## src/hdl/eisx_defines.svh

```systemverilog
`ifndef EISX_DEFINES_SVH
`define EISX_DEFINES_SVH

// ------------------------------------------------------------
// register bus geometry
// ------------------------------------------------------------
`define EISX_ADDR_W 16
`define EISX_DATA_W 8

// ------------------------------------------------------------
// register offsets
// ------------------------------------------------------------
`define EISX_OFS_SENSE_UPPER 16'hFF2C
`define EISX_OFS_SENSE_LOWER 16'hFF2D
`define EISX_OFS_REQ_ENABLES 16'hFF2E
`define EISX_OFS_REQ_FLAGS 16'hFF2F
`define EISX_OFS_ACT_BASE 16'hFF30
`define EISX_OFS_SW_VECTOR 16'hFF37
`define EISX_OFS_EVT_STATUS 16'hFF38
`define EISX_OFS_EVT_MASK 16'hFF39

// ------------------------------------------------------------
// reset values and field positions
// ------------------------------------------------------------
`define EISX_RST_BYTE 8'h00
`define EISX_RST_SENSE 16'h0000
`define EISX_RST_ACT 48'h0000_0000_0000
`define EISX_RST_VEC 7'h00
`define EISX_RST_PINS 8'hFF
`define EISX_SOFTWARE_ACTIVATION_ENABLE_BIT 7
`define EISX_VEC_MSB 6
`define EISX_ACT_REGS 6
`define EISX_ACT_IDX_W 6
`define EISX_NUM_INPUTS 8

`endif

```

## src/hdl/eisx_pkg.sv

```systemverilog
package eisx_pkg;

  // ------------------------------------------------------------
  // sense condition encoding, one pair per input
  // ------------------------------------------------------------
  typedef enum logic [1:0] {
    EISX_SENSE_LOW = 2'h0,
    EISX_SENSE_FALL = 2'h1,
    EISX_SENSE_RISE = 2'h2,
    EISX_SENSE_BOTH = 2'h3
  } eisx_sense_e;

  // ------------------------------------------------------------
  // state of the edge/level detector
  // ------------------------------------------------------------
  typedef struct packed {
    logic [7:0] sync1;
    logic [7:0] sync2;
    logic [7:0] prev;
  } eisx_det_s;

  // ------------------------------------------------------------
  // state of the controller
  // ------------------------------------------------------------
  typedef struct packed {
    logic [15:0] sense;
    logic [7:0] enables;
    logic [7:0] flags;
    logic [47:0] act_en;
    logic [6:0] sw_vector;
    logic sw_enable;
    logic sw_seen_one;
    logic [7:0] evt_status;
    logic [7:0] evt_mask;
    logic [7:0] rdata;
    logic [7:0] ext_irq;
    logic [7:0] act_req;
    logic irq;
  } eisx_ctl_s;

endpackage : eisx_pkg

```

## src/hdl/eisx_sense_if.sv

```systemverilog
interface eisx_sense_if;
  logic [7:0] pins;
  logic [15:0] sense;
  logic [7:0] hit;

  modport det (
    input pins,
    input sense,
    output hit
  );

  modport ctl (
    output pins,
    output sense,
    input hit
  );
endinterface : eisx_sense_if

```

## src/hdl/eisx_sense_detect.sv

```systemverilog
`include "eisx_defines.svh"

module eisx_sense_detect (
  input wire logic sys_clk_i,
  input wire logic rst_i,
  eisx_sense_if.det sif
);

  eisx_pkg::eisx_det_s det_reg;
  eisx_pkg::eisx_det_s det_next;

  // ------------------------------------------------------------
  // sense mode decode
  // ------------------------------------------------------------
  function automatic logic sense_hit(input logic [1:0] mode, input logic now, input logic was);
    case (eisx_pkg::eisx_sense_e'(mode))
      eisx_pkg::EISX_SENSE_LOW: sense_hit = !now;
      eisx_pkg::EISX_SENSE_FALL: sense_hit = was && !now;
      eisx_pkg::EISX_SENSE_RISE: sense_hit = !was && now;
      eisx_pkg::EISX_SENSE_BOTH: sense_hit = was != now;
      default: sense_hit = 1'b0;
    endcase
  endfunction : sense_hit

  // ------------------------------------------------------------
  // synchroniser and history
  // ------------------------------------------------------------
  always_comb begin
    det_next = det_reg;
    det_next.sync1 = sif.pins;
    det_next.sync2 = det_reg.sync1;
    det_next.prev = det_reg.sync2;
  end

  always_ff @(posedge sys_clk_i or posedge rst_i) begin
    if (rst_i) begin
      // pins idle high so no false falling edge after reset
      det_reg.sync1 <= `EISX_RST_PINS;
      det_reg.sync2 <= `EISX_RST_PINS;
      det_reg.prev <= `EISX_RST_PINS;
    end else begin
      det_reg <= det_next;
    end
  end

  // ------------------------------------------------------------
  // per-input detection
  // ------------------------------------------------------------
  for (genvar n = 0; n < `EISX_NUM_INPUTS; n++) begin : g_det
    assign sif.hit[n] = sense_hit(sif.sense[2*n+1 -: 2], det_reg.sync2[n], det_reg.prev[n]); // [RQ1]
  end

endmodule : eisx_sense_detect

```

## src/hdl/eisx_ext_irq_ctl.sv

```systemverilog
// Functional notes
// [RQ1] sense pair selects low, fall, rise, both
// [RQ2] upper register inputs 7-4, lower 3-0
// [RQ3] per-input enable bit, reset zero
// [RQ4] per-input flag set on sense condition
// [RQ5] flag cleared only by writing zero
// [RQ6] activation enable cleared on end conditions
// [RQ7] activation enable held while transfers remain
// [RQ8] first enable register bit7 is input0
// [RQ9] sw enable: one always, zero after read; a one written in the cycle of a software transfer end is lost
// [RQ10] request when flag and enable both set
`include "eisx_defines.svh"

module eisx_ext_irq_ctl #(
  parameter int NUM_ACT_REGS = `EISX_ACT_REGS
) (
  input wire logic sys_clk_i,
  input wire logic rst_i,
  input wire logic [7:0] ext_req_i,
  input wire logic [`EISX_ADDR_W-1:0] addr_i,
  input wire logic [`EISX_DATA_W-1:0] wdata_i,
  input wire logic wr_i,
  input wire logic rd_i,
  output logic [`EISX_DATA_W-1:0] rdata_o,
  input wire logic xfer_end_i,
  input wire logic [`EISX_ACT_IDX_W-1:0] xfer_src_i,
  input wire logic xfer_count_done_i,
  input wire logic disable_select_i,
  input wire logic sw_xfer_end_i,
  output logic [7:0] ext_irq_o,
  output logic [7:0] act_req_o,
  output logic sw_act_o,
  output logic [`EISX_VEC_MSB:0] sw_vector_o,
  output logic irq_o
);

  eisx_pkg::eisx_ctl_s ctl_reg;
  eisx_pkg::eisx_ctl_s ctl_next;

  eisx_sense_if sif ();

  // ------------------------------------------------------------
  // decode helpers
  // ------------------------------------------------------------
  function automatic logic addr_is(input logic [`EISX_ADDR_W-1:0] a, input logic [`EISX_ADDR_W-1:0] ofs);
    addr_is = (a == ofs);
  endfunction : addr_is

  function automatic logic act_reg_sel(input logic [`EISX_ADDR_W-1:0] a, input int idx);
    act_reg_sel = (a == `EISX_ADDR_W'(`EISX_OFS_ACT_BASE + idx));
  endfunction : act_reg_sel

  // ------------------------------------------------------------
  // detector
  // ------------------------------------------------------------
  assign sif.pins = ext_req_i;
  assign sif.sense = ctl_reg.sense;

  eisx_sense_detect u_detect (
    .sys_clk_i(sys_clk_i),
    .rst_i(rst_i),
    .sif(sif.det)
  );

  // ------------------------------------------------------------
  // next state
  // ------------------------------------------------------------
  always_comb begin
    logic [7:0] rd_val;
    logic [47:0] act_clr;
    logic [7:0] act_first;
    rd_val = `EISX_RST_BYTE;
    act_clr = `EISX_RST_ACT;
    act_first = `EISX_RST_BYTE;
    ctl_next = ctl_reg;

    // register writes
    if (wr_i) begin
      if (addr_is(addr_i, `EISX_OFS_SENSE_UPPER)) begin
        ctl_next.sense[15:8] = wdata_i; // [RQ2]
      end
      if (addr_is(addr_i, `EISX_OFS_SENSE_LOWER)) begin
        ctl_next.sense[7:0] = wdata_i; // [RQ2]
      end
      if (addr_is(addr_i, `EISX_OFS_REQ_ENABLES)) begin
        ctl_next.enables = wdata_i; // [RQ3]
      end
      if (addr_is(addr_i, `EISX_OFS_REQ_FLAGS)) begin
        // ones are ignored, zeros clear
        ctl_next.flags = ctl_reg.flags & wdata_i; // [RQ5]
      end
      if (addr_is(addr_i, `EISX_OFS_EVT_MASK)) begin
        ctl_next.evt_mask = wdata_i;
      end
      if (addr_is(addr_i, `EISX_OFS_SW_VECTOR)) begin
        ctl_next.sw_vector = wdata_i[`EISX_VEC_MSB:0];
        if (wdata_i[`EISX_SOFTWARE_ACTIVATION_ENABLE_BIT]) begin
          ctl_next.sw_enable = 1'b1; // [RQ9]
          // a fresh set needs a fresh read before a zero write
          ctl_next.sw_seen_one = 1'b0; // [RQ9]
        end else if (ctl_reg.sw_seen_one) begin
          ctl_next.sw_enable = 1'b0; // [RQ9]
          ctl_next.sw_seen_one = 1'b0;
        end
      end
    end

    // transfer-end clearing of activation enables
    if (xfer_end_i && (disable_select_i || xfer_count_done_i)) begin
      act_clr[xfer_src_i] = 1'b1; // [RQ6]
    end
    // without an end condition the bit simply holds
    ctl_next.act_en = ctl_reg.act_en & ~act_clr; // [RQ7]
    for (int i = 0; i < NUM_ACT_REGS; i++) begin
      // software write lands after the hardware clear of the same cycle
      if (wr_i && act_reg_sel(addr_i, i)) begin
        ctl_next.act_en[8*i +: 8] = wdata_i;
      end
    end

    // software activation ends like any other transfer
    if (sw_xfer_end_i && (disable_select_i || xfer_count_done_i)) begin
      ctl_next.sw_enable = 1'b0; // [RQ6]
      ctl_next.sw_seen_one = 1'b0;
    end

    // sense events: set wins over a same-cycle clear
    ctl_next.flags = ctl_next.flags | sif.hit; // [RQ4]

    // reads, data appear in the following cycle
    if (rd_i) begin
      if (addr_is(addr_i, `EISX_OFS_SENSE_UPPER)) begin
        rd_val = ctl_reg.sense[15:8];
      end
      if (addr_is(addr_i, `EISX_OFS_SENSE_LOWER)) begin
        rd_val = ctl_reg.sense[7:0];
      end
      if (addr_is(addr_i, `EISX_OFS_REQ_ENABLES)) begin
        rd_val = ctl_reg.enables;
      end
      if (addr_is(addr_i, `EISX_OFS_REQ_FLAGS)) begin
        rd_val = ctl_reg.flags;
      end
      if (addr_is(addr_i, `EISX_OFS_EVT_MASK)) begin
        rd_val = ctl_reg.evt_mask;
      end
      if (addr_is(addr_i, `EISX_OFS_EVT_STATUS)) begin
        rd_val = ctl_reg.evt_status;
      end
      if (addr_is(addr_i, `EISX_OFS_SW_VECTOR)) begin
        rd_val = {ctl_reg.sw_enable, ctl_reg.sw_vector};
        if (ctl_reg.sw_enable) begin
          ctl_next.sw_seen_one = 1'b1; // [RQ9]
        end
      end
      for (int i = 0; i < NUM_ACT_REGS; i++) begin
        if (act_reg_sel(addr_i, i)) begin
          rd_val = ctl_reg.act_en[8*i +: 8];
        end
      end
    end
    ctl_next.rdata = rd_val;

    // event status: read clears, new event wins
    if (rd_i && addr_is(addr_i, `EISX_OFS_EVT_STATUS)) begin
      ctl_next.evt_status = `EISX_RST_BYTE;
    end
    ctl_next.evt_status = ctl_next.evt_status | sif.hit;

    // first activation register lists input 0 at bit 7
    for (int n = 0; n < `EISX_NUM_INPUTS; n++) begin
      act_first[n] = ctl_reg.act_en[`EISX_NUM_INPUTS-1-n]; // [RQ8]
    end

    ctl_next.ext_irq = ctl_reg.flags & ctl_reg.enables; // [RQ10]
    ctl_next.act_req = ctl_reg.flags & act_first; // [RQ8]
    ctl_next.irq = |(ctl_next.evt_status & ctl_next.evt_mask);
  end

  // ------------------------------------------------------------
  // state register
  // ------------------------------------------------------------
  always_ff @(posedge sys_clk_i or posedge rst_i) begin
    if (rst_i) begin
      ctl_reg.sense <= `EISX_RST_SENSE; // [RQ2]
      ctl_reg.enables <= `EISX_RST_BYTE; // [RQ3]
      ctl_reg.flags <= `EISX_RST_BYTE; // [RQ4]
      ctl_reg.act_en <= `EISX_RST_ACT;
      ctl_reg.sw_vector <= `EISX_RST_VEC;
      ctl_reg.sw_enable <= 1'b0;
      ctl_reg.sw_seen_one <= 1'b0;
      ctl_reg.evt_status <= `EISX_RST_BYTE;
      ctl_reg.evt_mask <= `EISX_RST_BYTE;
      ctl_reg.rdata <= `EISX_RST_BYTE;
      ctl_reg.ext_irq <= `EISX_RST_BYTE;
      ctl_reg.act_req <= `EISX_RST_BYTE;
      ctl_reg.irq <= 1'b0;
    end else begin
      ctl_reg <= ctl_next;
    end
  end

  // ------------------------------------------------------------
  // outputs
  // ------------------------------------------------------------
  assign rdata_o = ctl_reg.rdata;
  assign ext_irq_o = ctl_reg.ext_irq;
  assign act_req_o = ctl_reg.act_req;
  assign sw_act_o = ctl_reg.sw_enable;
  assign sw_vector_o = ctl_reg.sw_vector;
  assign irq_o = ctl_reg.irq;

endmodule : eisx_ext_irq_ctl

```

## config.mk

```make
export PLATFORM = sky130hd
export DESIGN_NAME = eisx_ext_irq_ctl
export DESIGN_NICKNAME = d
export VERILOG_FILES = /design/src/hdl/eisx_pkg.sv /design/src/hdl/eisx_sense_if.sv /design/src/hdl/eisx_sense_detect.sv /design/src/hdl/eisx_ext_irq_ctl.sv
export VERILOG_INCLUDE_DIRS = /design/src /design/src/hdl
export SDC_FILE = /design/constraint.sdc
export NUM_CORES = 1
export LEC_CHECK = 0
export BUFFER_PORTS_ARGS = -buffer_cell sky130_fd_sc_hd__clkbuf_2
export CAP_MARGIN = 20
export CORE_MARGIN = 3
export CORE_UTILIZATION = 46
export CTS_CLUSTER_SIZE = 20
export DETAILED_ROUTE_END_ITERATION = 8
export GPL_ROUTABILITY_DRIVEN = 0
export HOLD_SLACK_MARGIN = 0.08
export PLACE_DENSITY_LB_ADDON = 0.1
export SKIP_CTS_REPAIR_TIMING = 1
export SLEW_MARGIN = 30
export SYNTH_ARGS = -nofsm -noshare
export SYNTH_HDL_FRONTEND = slang
export SYNTH_SLANG_ARGS = --single-unit
```

## constraint.sdc

```tcl
create_clock -name sys_clk_i -period 4.6 [get_ports sys_clk_i]
set_clock_uncertainty 0.05 [all_clocks]
set_input_delay 0.23 -clock sys_clk_i [delete_from_list [all_inputs] [get_ports sys_clk_i]]
set_output_delay 0.23 -clock sys_clk_i [all_outputs]
set_load 0.01 [all_outputs]
```

==> results.md <==
Status:
- The flow ran to the end, and the final reports show no timing, DRC or antenna violations.

Clocking:
- The H-tree was split into 4 levels.
- The number of CTS-inserted buffers is 17.
- The number of clock sinks is 154.
- TritonCTS built the clock tree.
- The longest clock path from root to sink contains 2 buffers.
- The clock-pin slew reported for the worst setup and hold paths after clock tree synthesis is approximately 60 ps.
- The insertion delay to the later sink of the worst-skew pair is 430 ps.
- The tree is rooted in a sky130_fd_sc_hd__clkbuf_16.

STA:
- After routing, the total negative slack on setup checks comes to 0 ps.
- The pin slew with the least headroom to its limit is 928 ps.
- In the post-route analysis, the smallest setup slack over all paths is 2010 ps.
- The post-route clock period utilization is 0.563.
- The clock period minus final worst setup slack is 2590 ps.
- The highest attainable clock frequency is 386 MHz.
- The final max-slew violation count is 0.
- The setup violation total in the final timing report is 0.
- Measured against its own limit, the worst slew margin works out to 0.379.
- The total count of hold-check failures in the final report came to 0.
- Setup repair after global routing left no endpoint under its margin.

Synth:
- For this run, the leading register cell type out of synthesis is sky130_fd_sc_hd__dfrtp_1.
- The post-synthesis cell type with the largest combined area is sky130_fd_sc_hd__dfrtp_1.
- By area the synthesized netlist is led by sky130_fd_sc_hd__dfrtp_1, sky130_fd_sc_hd__dfstp_2, sky130_fd_sc_hd__o21ai_0.
- The number of enable flip-flop cells after synthesis is 0.
- The share of the synthesized area in the top cell type is 0.434.
- The cell count after synthesis came out at between 700 and 800.
- For this run, the register share of the synthesized area comes to 0.518.
- The post-synthesis cell type count is 50.
- The post-synth net total is 787.
- Summing every instance area after synthesis gives 7500 µm².
- Counting flops and latches in the post-synthesis netlist gives between 150 and 200.
- The synthesized area per cell is 10.3 µm².
- The total number of yosys warnings is 0.
- The fraction of registers with async set or reset after synthesis is 1.00.

Finish:
- The layout cell share with drive strength beyond 1 is 0.247.
- Leaving out fill and tap cells, the most frequent cells in the layout are sky130_fd_sc_hd__dfrtp_1, sky130_fd_sc_hd__o21ai_0, sky130_fd_sc_hd__clkbuf_2.
- The most common cell after layout, fill and taps aside is sky130_fd_sc_hd__dfrtp_1.
- Summing all multi-input logic gate instances after layout gives 3130 µm².
- The area added between synthesis and finish is 13.7%.
- In the final layout, flip-flops and latches occupy between 3000 and 4000 µm².
- Once layout is complete, the utilization of the core stands at 0.535.
- The repair_antennas step left the layout with diodes totalling 0.
- The flip-flop count of the largest register, all copies and words added is 81.
- The number of filler instances in the final layout is 1446.
- The number of nets in the layout is around 830.

Detailed routing:
- The per-cell via count in the routed design is just under 6.
- The number of vias after detailed routing is 5784.
- The count of nets left with antenna violations once routing finished came out at 0.
- The wire length after detailed routing is 21000 µm.
- The first routing iteration left 491 violations.
- The first TritonRoute pass finished after 5 iterations.
- After detailed routing, the number of remaining DRC violations is 0.
- The final routed wire length divided by cell count is 21.0 µm.

Floorplan:
- In this run the core area contains 46 standard-cell rows.
- 79 I/O pins were placed.
- The full die area is ~18000 µm².
- The die extent in x is 134 µm.
- The effective utilization at floorplan is 0.471.
- The height of the die is 134 µm.
- The placeable core region is 15900 µm².

Global route:
- The maximum number of pins on one net before global-route repair is 88.
- The total congestion overflow is 0.
- The number of global-route vias before repair is ~5500.
- The initial antenna violation count came to 0.
- Across every metal layer, demand over resource in global routing totals 0.242.
- The first global-routing pass estimated ~33000 µm of wire.

Power:
- The cell area power density is 354 nW/µm².
- The part of the power in registers is 0.457.
- Of the total power, combinational logic draws 0.054.
- Summed over all cells, the static leakage comes to a little under 4 nW.
- The analysis attributes to net switching a power of 668 µW.
- VDD sags by at most ~0.00026 V.
- Of the total power, the clock network draws 0.488.
- Of the total power, the share spent switching nets is 0.221.
- The design internal power is 2.35 mW.

Setup path:
- The required time of the critical path is 4820 ps.
- For flop-to-flop paths, the worst setup slack is 2400 ps.
- The critical path class is input port to flop.
- At the worst endpoint, the arrival time is 2810 ps.
- The startpoint type of the worst setup path is an input port.
- The end of the worst register-to-register path is rdata_o[0].
- The critical path starts at addr_i[0].
- The worst register-to-register path begins at sif.sense[0].
- The depth of the worst register-to-register path is 5.
- In this run the worst path has a maximum fanout of 18.
- STA classifies the critical path endpoint as a flop.

Placed design:
- The total half-perimeter wirelength after legalization and detailed placement is around 15000 µm.
- The number of buffer cells added on primary ports is 78.
- Prior to clock tree synthesis, the placed netlist has a worst setup slack of between 1500 and 2000 ps.

Hold path:
- The number of instances on the worst hold path is 3.
- In this run the most critical hold path is launched from sw_xfer_end_i.
- The worst hold path belongs to the class input port to flop.
- The worst hold path terminates at sw_act_o.

Flow run:
- Max-cap violations in this run came to 0.
kinds of logic (layout without fill, tap and decap cells):
| kind of cell | Yosys count | after routing | share of synthesized area |
|---|---|---|---|
| AO/OA/AOI/OAI | 189 | 189 | 0.145 |
| adder cells (fa/ha/maj) | 16 | 16 | 0.0267 |
| buffers and inverters | 96 | 153 | 0.0659 |
| flip-flops | 154 | 154 | 0.518 |
| multiplexers | 65 | 65 | 0.107 |
| AND/OR/NAND/NOR | 205 | 205 | 0.138 |
power groups by stage:
stage,Clock [mW],Sequential [mW],Combinational (mW)
global placement,0,1.40,0.155
CTS,1.50,1.38,0.158
finish,1.48,1.38,0.163
global route,1.56,1.38,0.181
detailed placement,0,1.41,0.158
floorplan,0,1.40,0.0929
cell usage after synthesis (all sizes together), types with 9 or more instances:
| master | count |
|---|---|
| nand2 | 69 |
| dfrtp | 130 |
| o21ai | 115 |
| mux2 | 40 |
| mux2i | 17 |
| dfstp | 24 |
| inv | 30 |
| a21oi | 31 |
| and2 | 17 |
| nand3b | 9 |
| clkbuf | 20 |
| nand3 | 9 |
| ha | 16 |
| buf | 46 |
| nor2 | 46 |
through the flow:
stage | cells | power (mW) | cell area (µm²) | hold WS, ps
after global routing | 998 | 3.12 | 8530 | 114
final | 998 | 3.02 | 8530 | 112
after detailed placement | 957 | 1.56 | 7820 | 269
after CTS | 989 | 3.04 | 8440 | -193
after global placement | 957 | 1.56 | 7820 | 267
after floorplan | 725 | 1.50 | 7500 | 184
routing by layer:
metal | vias to the layer above | track usage | wire length (µm)
met4 | 0 | 0.0657 | 354
met2 | 245 | 0.366 | 9420
met3 | 28 | 0.0597 | 1570
li1 | 2610 | - | -
met1 | 2901 | 0.350 | 9630
met5 | - | 0 | 0
how the worst max path moves through the flow:
stage / end / cells past startpoint
after floorplan: act_req_o[0] / 1
after global placement: rdata_o[0] / 7
after detailed placement: rdata_o[6] / 7
after CTS: rdata_o[6] / 7
after global routing: ctl_reg[75] / 6
final: irq_o / 7
worst max-delay path, cell delays in order:
cell and delay (ps):
sky130_fd_sc_hd__clkbuf_2 420, sky130_fd_sc_hd__inv_1 310, sky130_fd_sc_hd__or3_1 450, sky130_fd_sc_hd__or3_1 560
sky130_fd_sc_hd__mux2_2 350, sky130_fd_sc_hd__a22oi_1 280, sky130_fd_sc_hd__nand4_1 190
final cells by class:
type	count	share of cell area
Timing Repair Buffer	91	0.0598
Tap cell	216	0.0317
Multi-Input combinational cell	475	0.367
Clock inverter	6	0.0129
Sequential cell	154	0.455
Inverter	30	0.0138
Clock buffer	26	0.0597
Note: power is estimated with default switching activity, not from simulation.
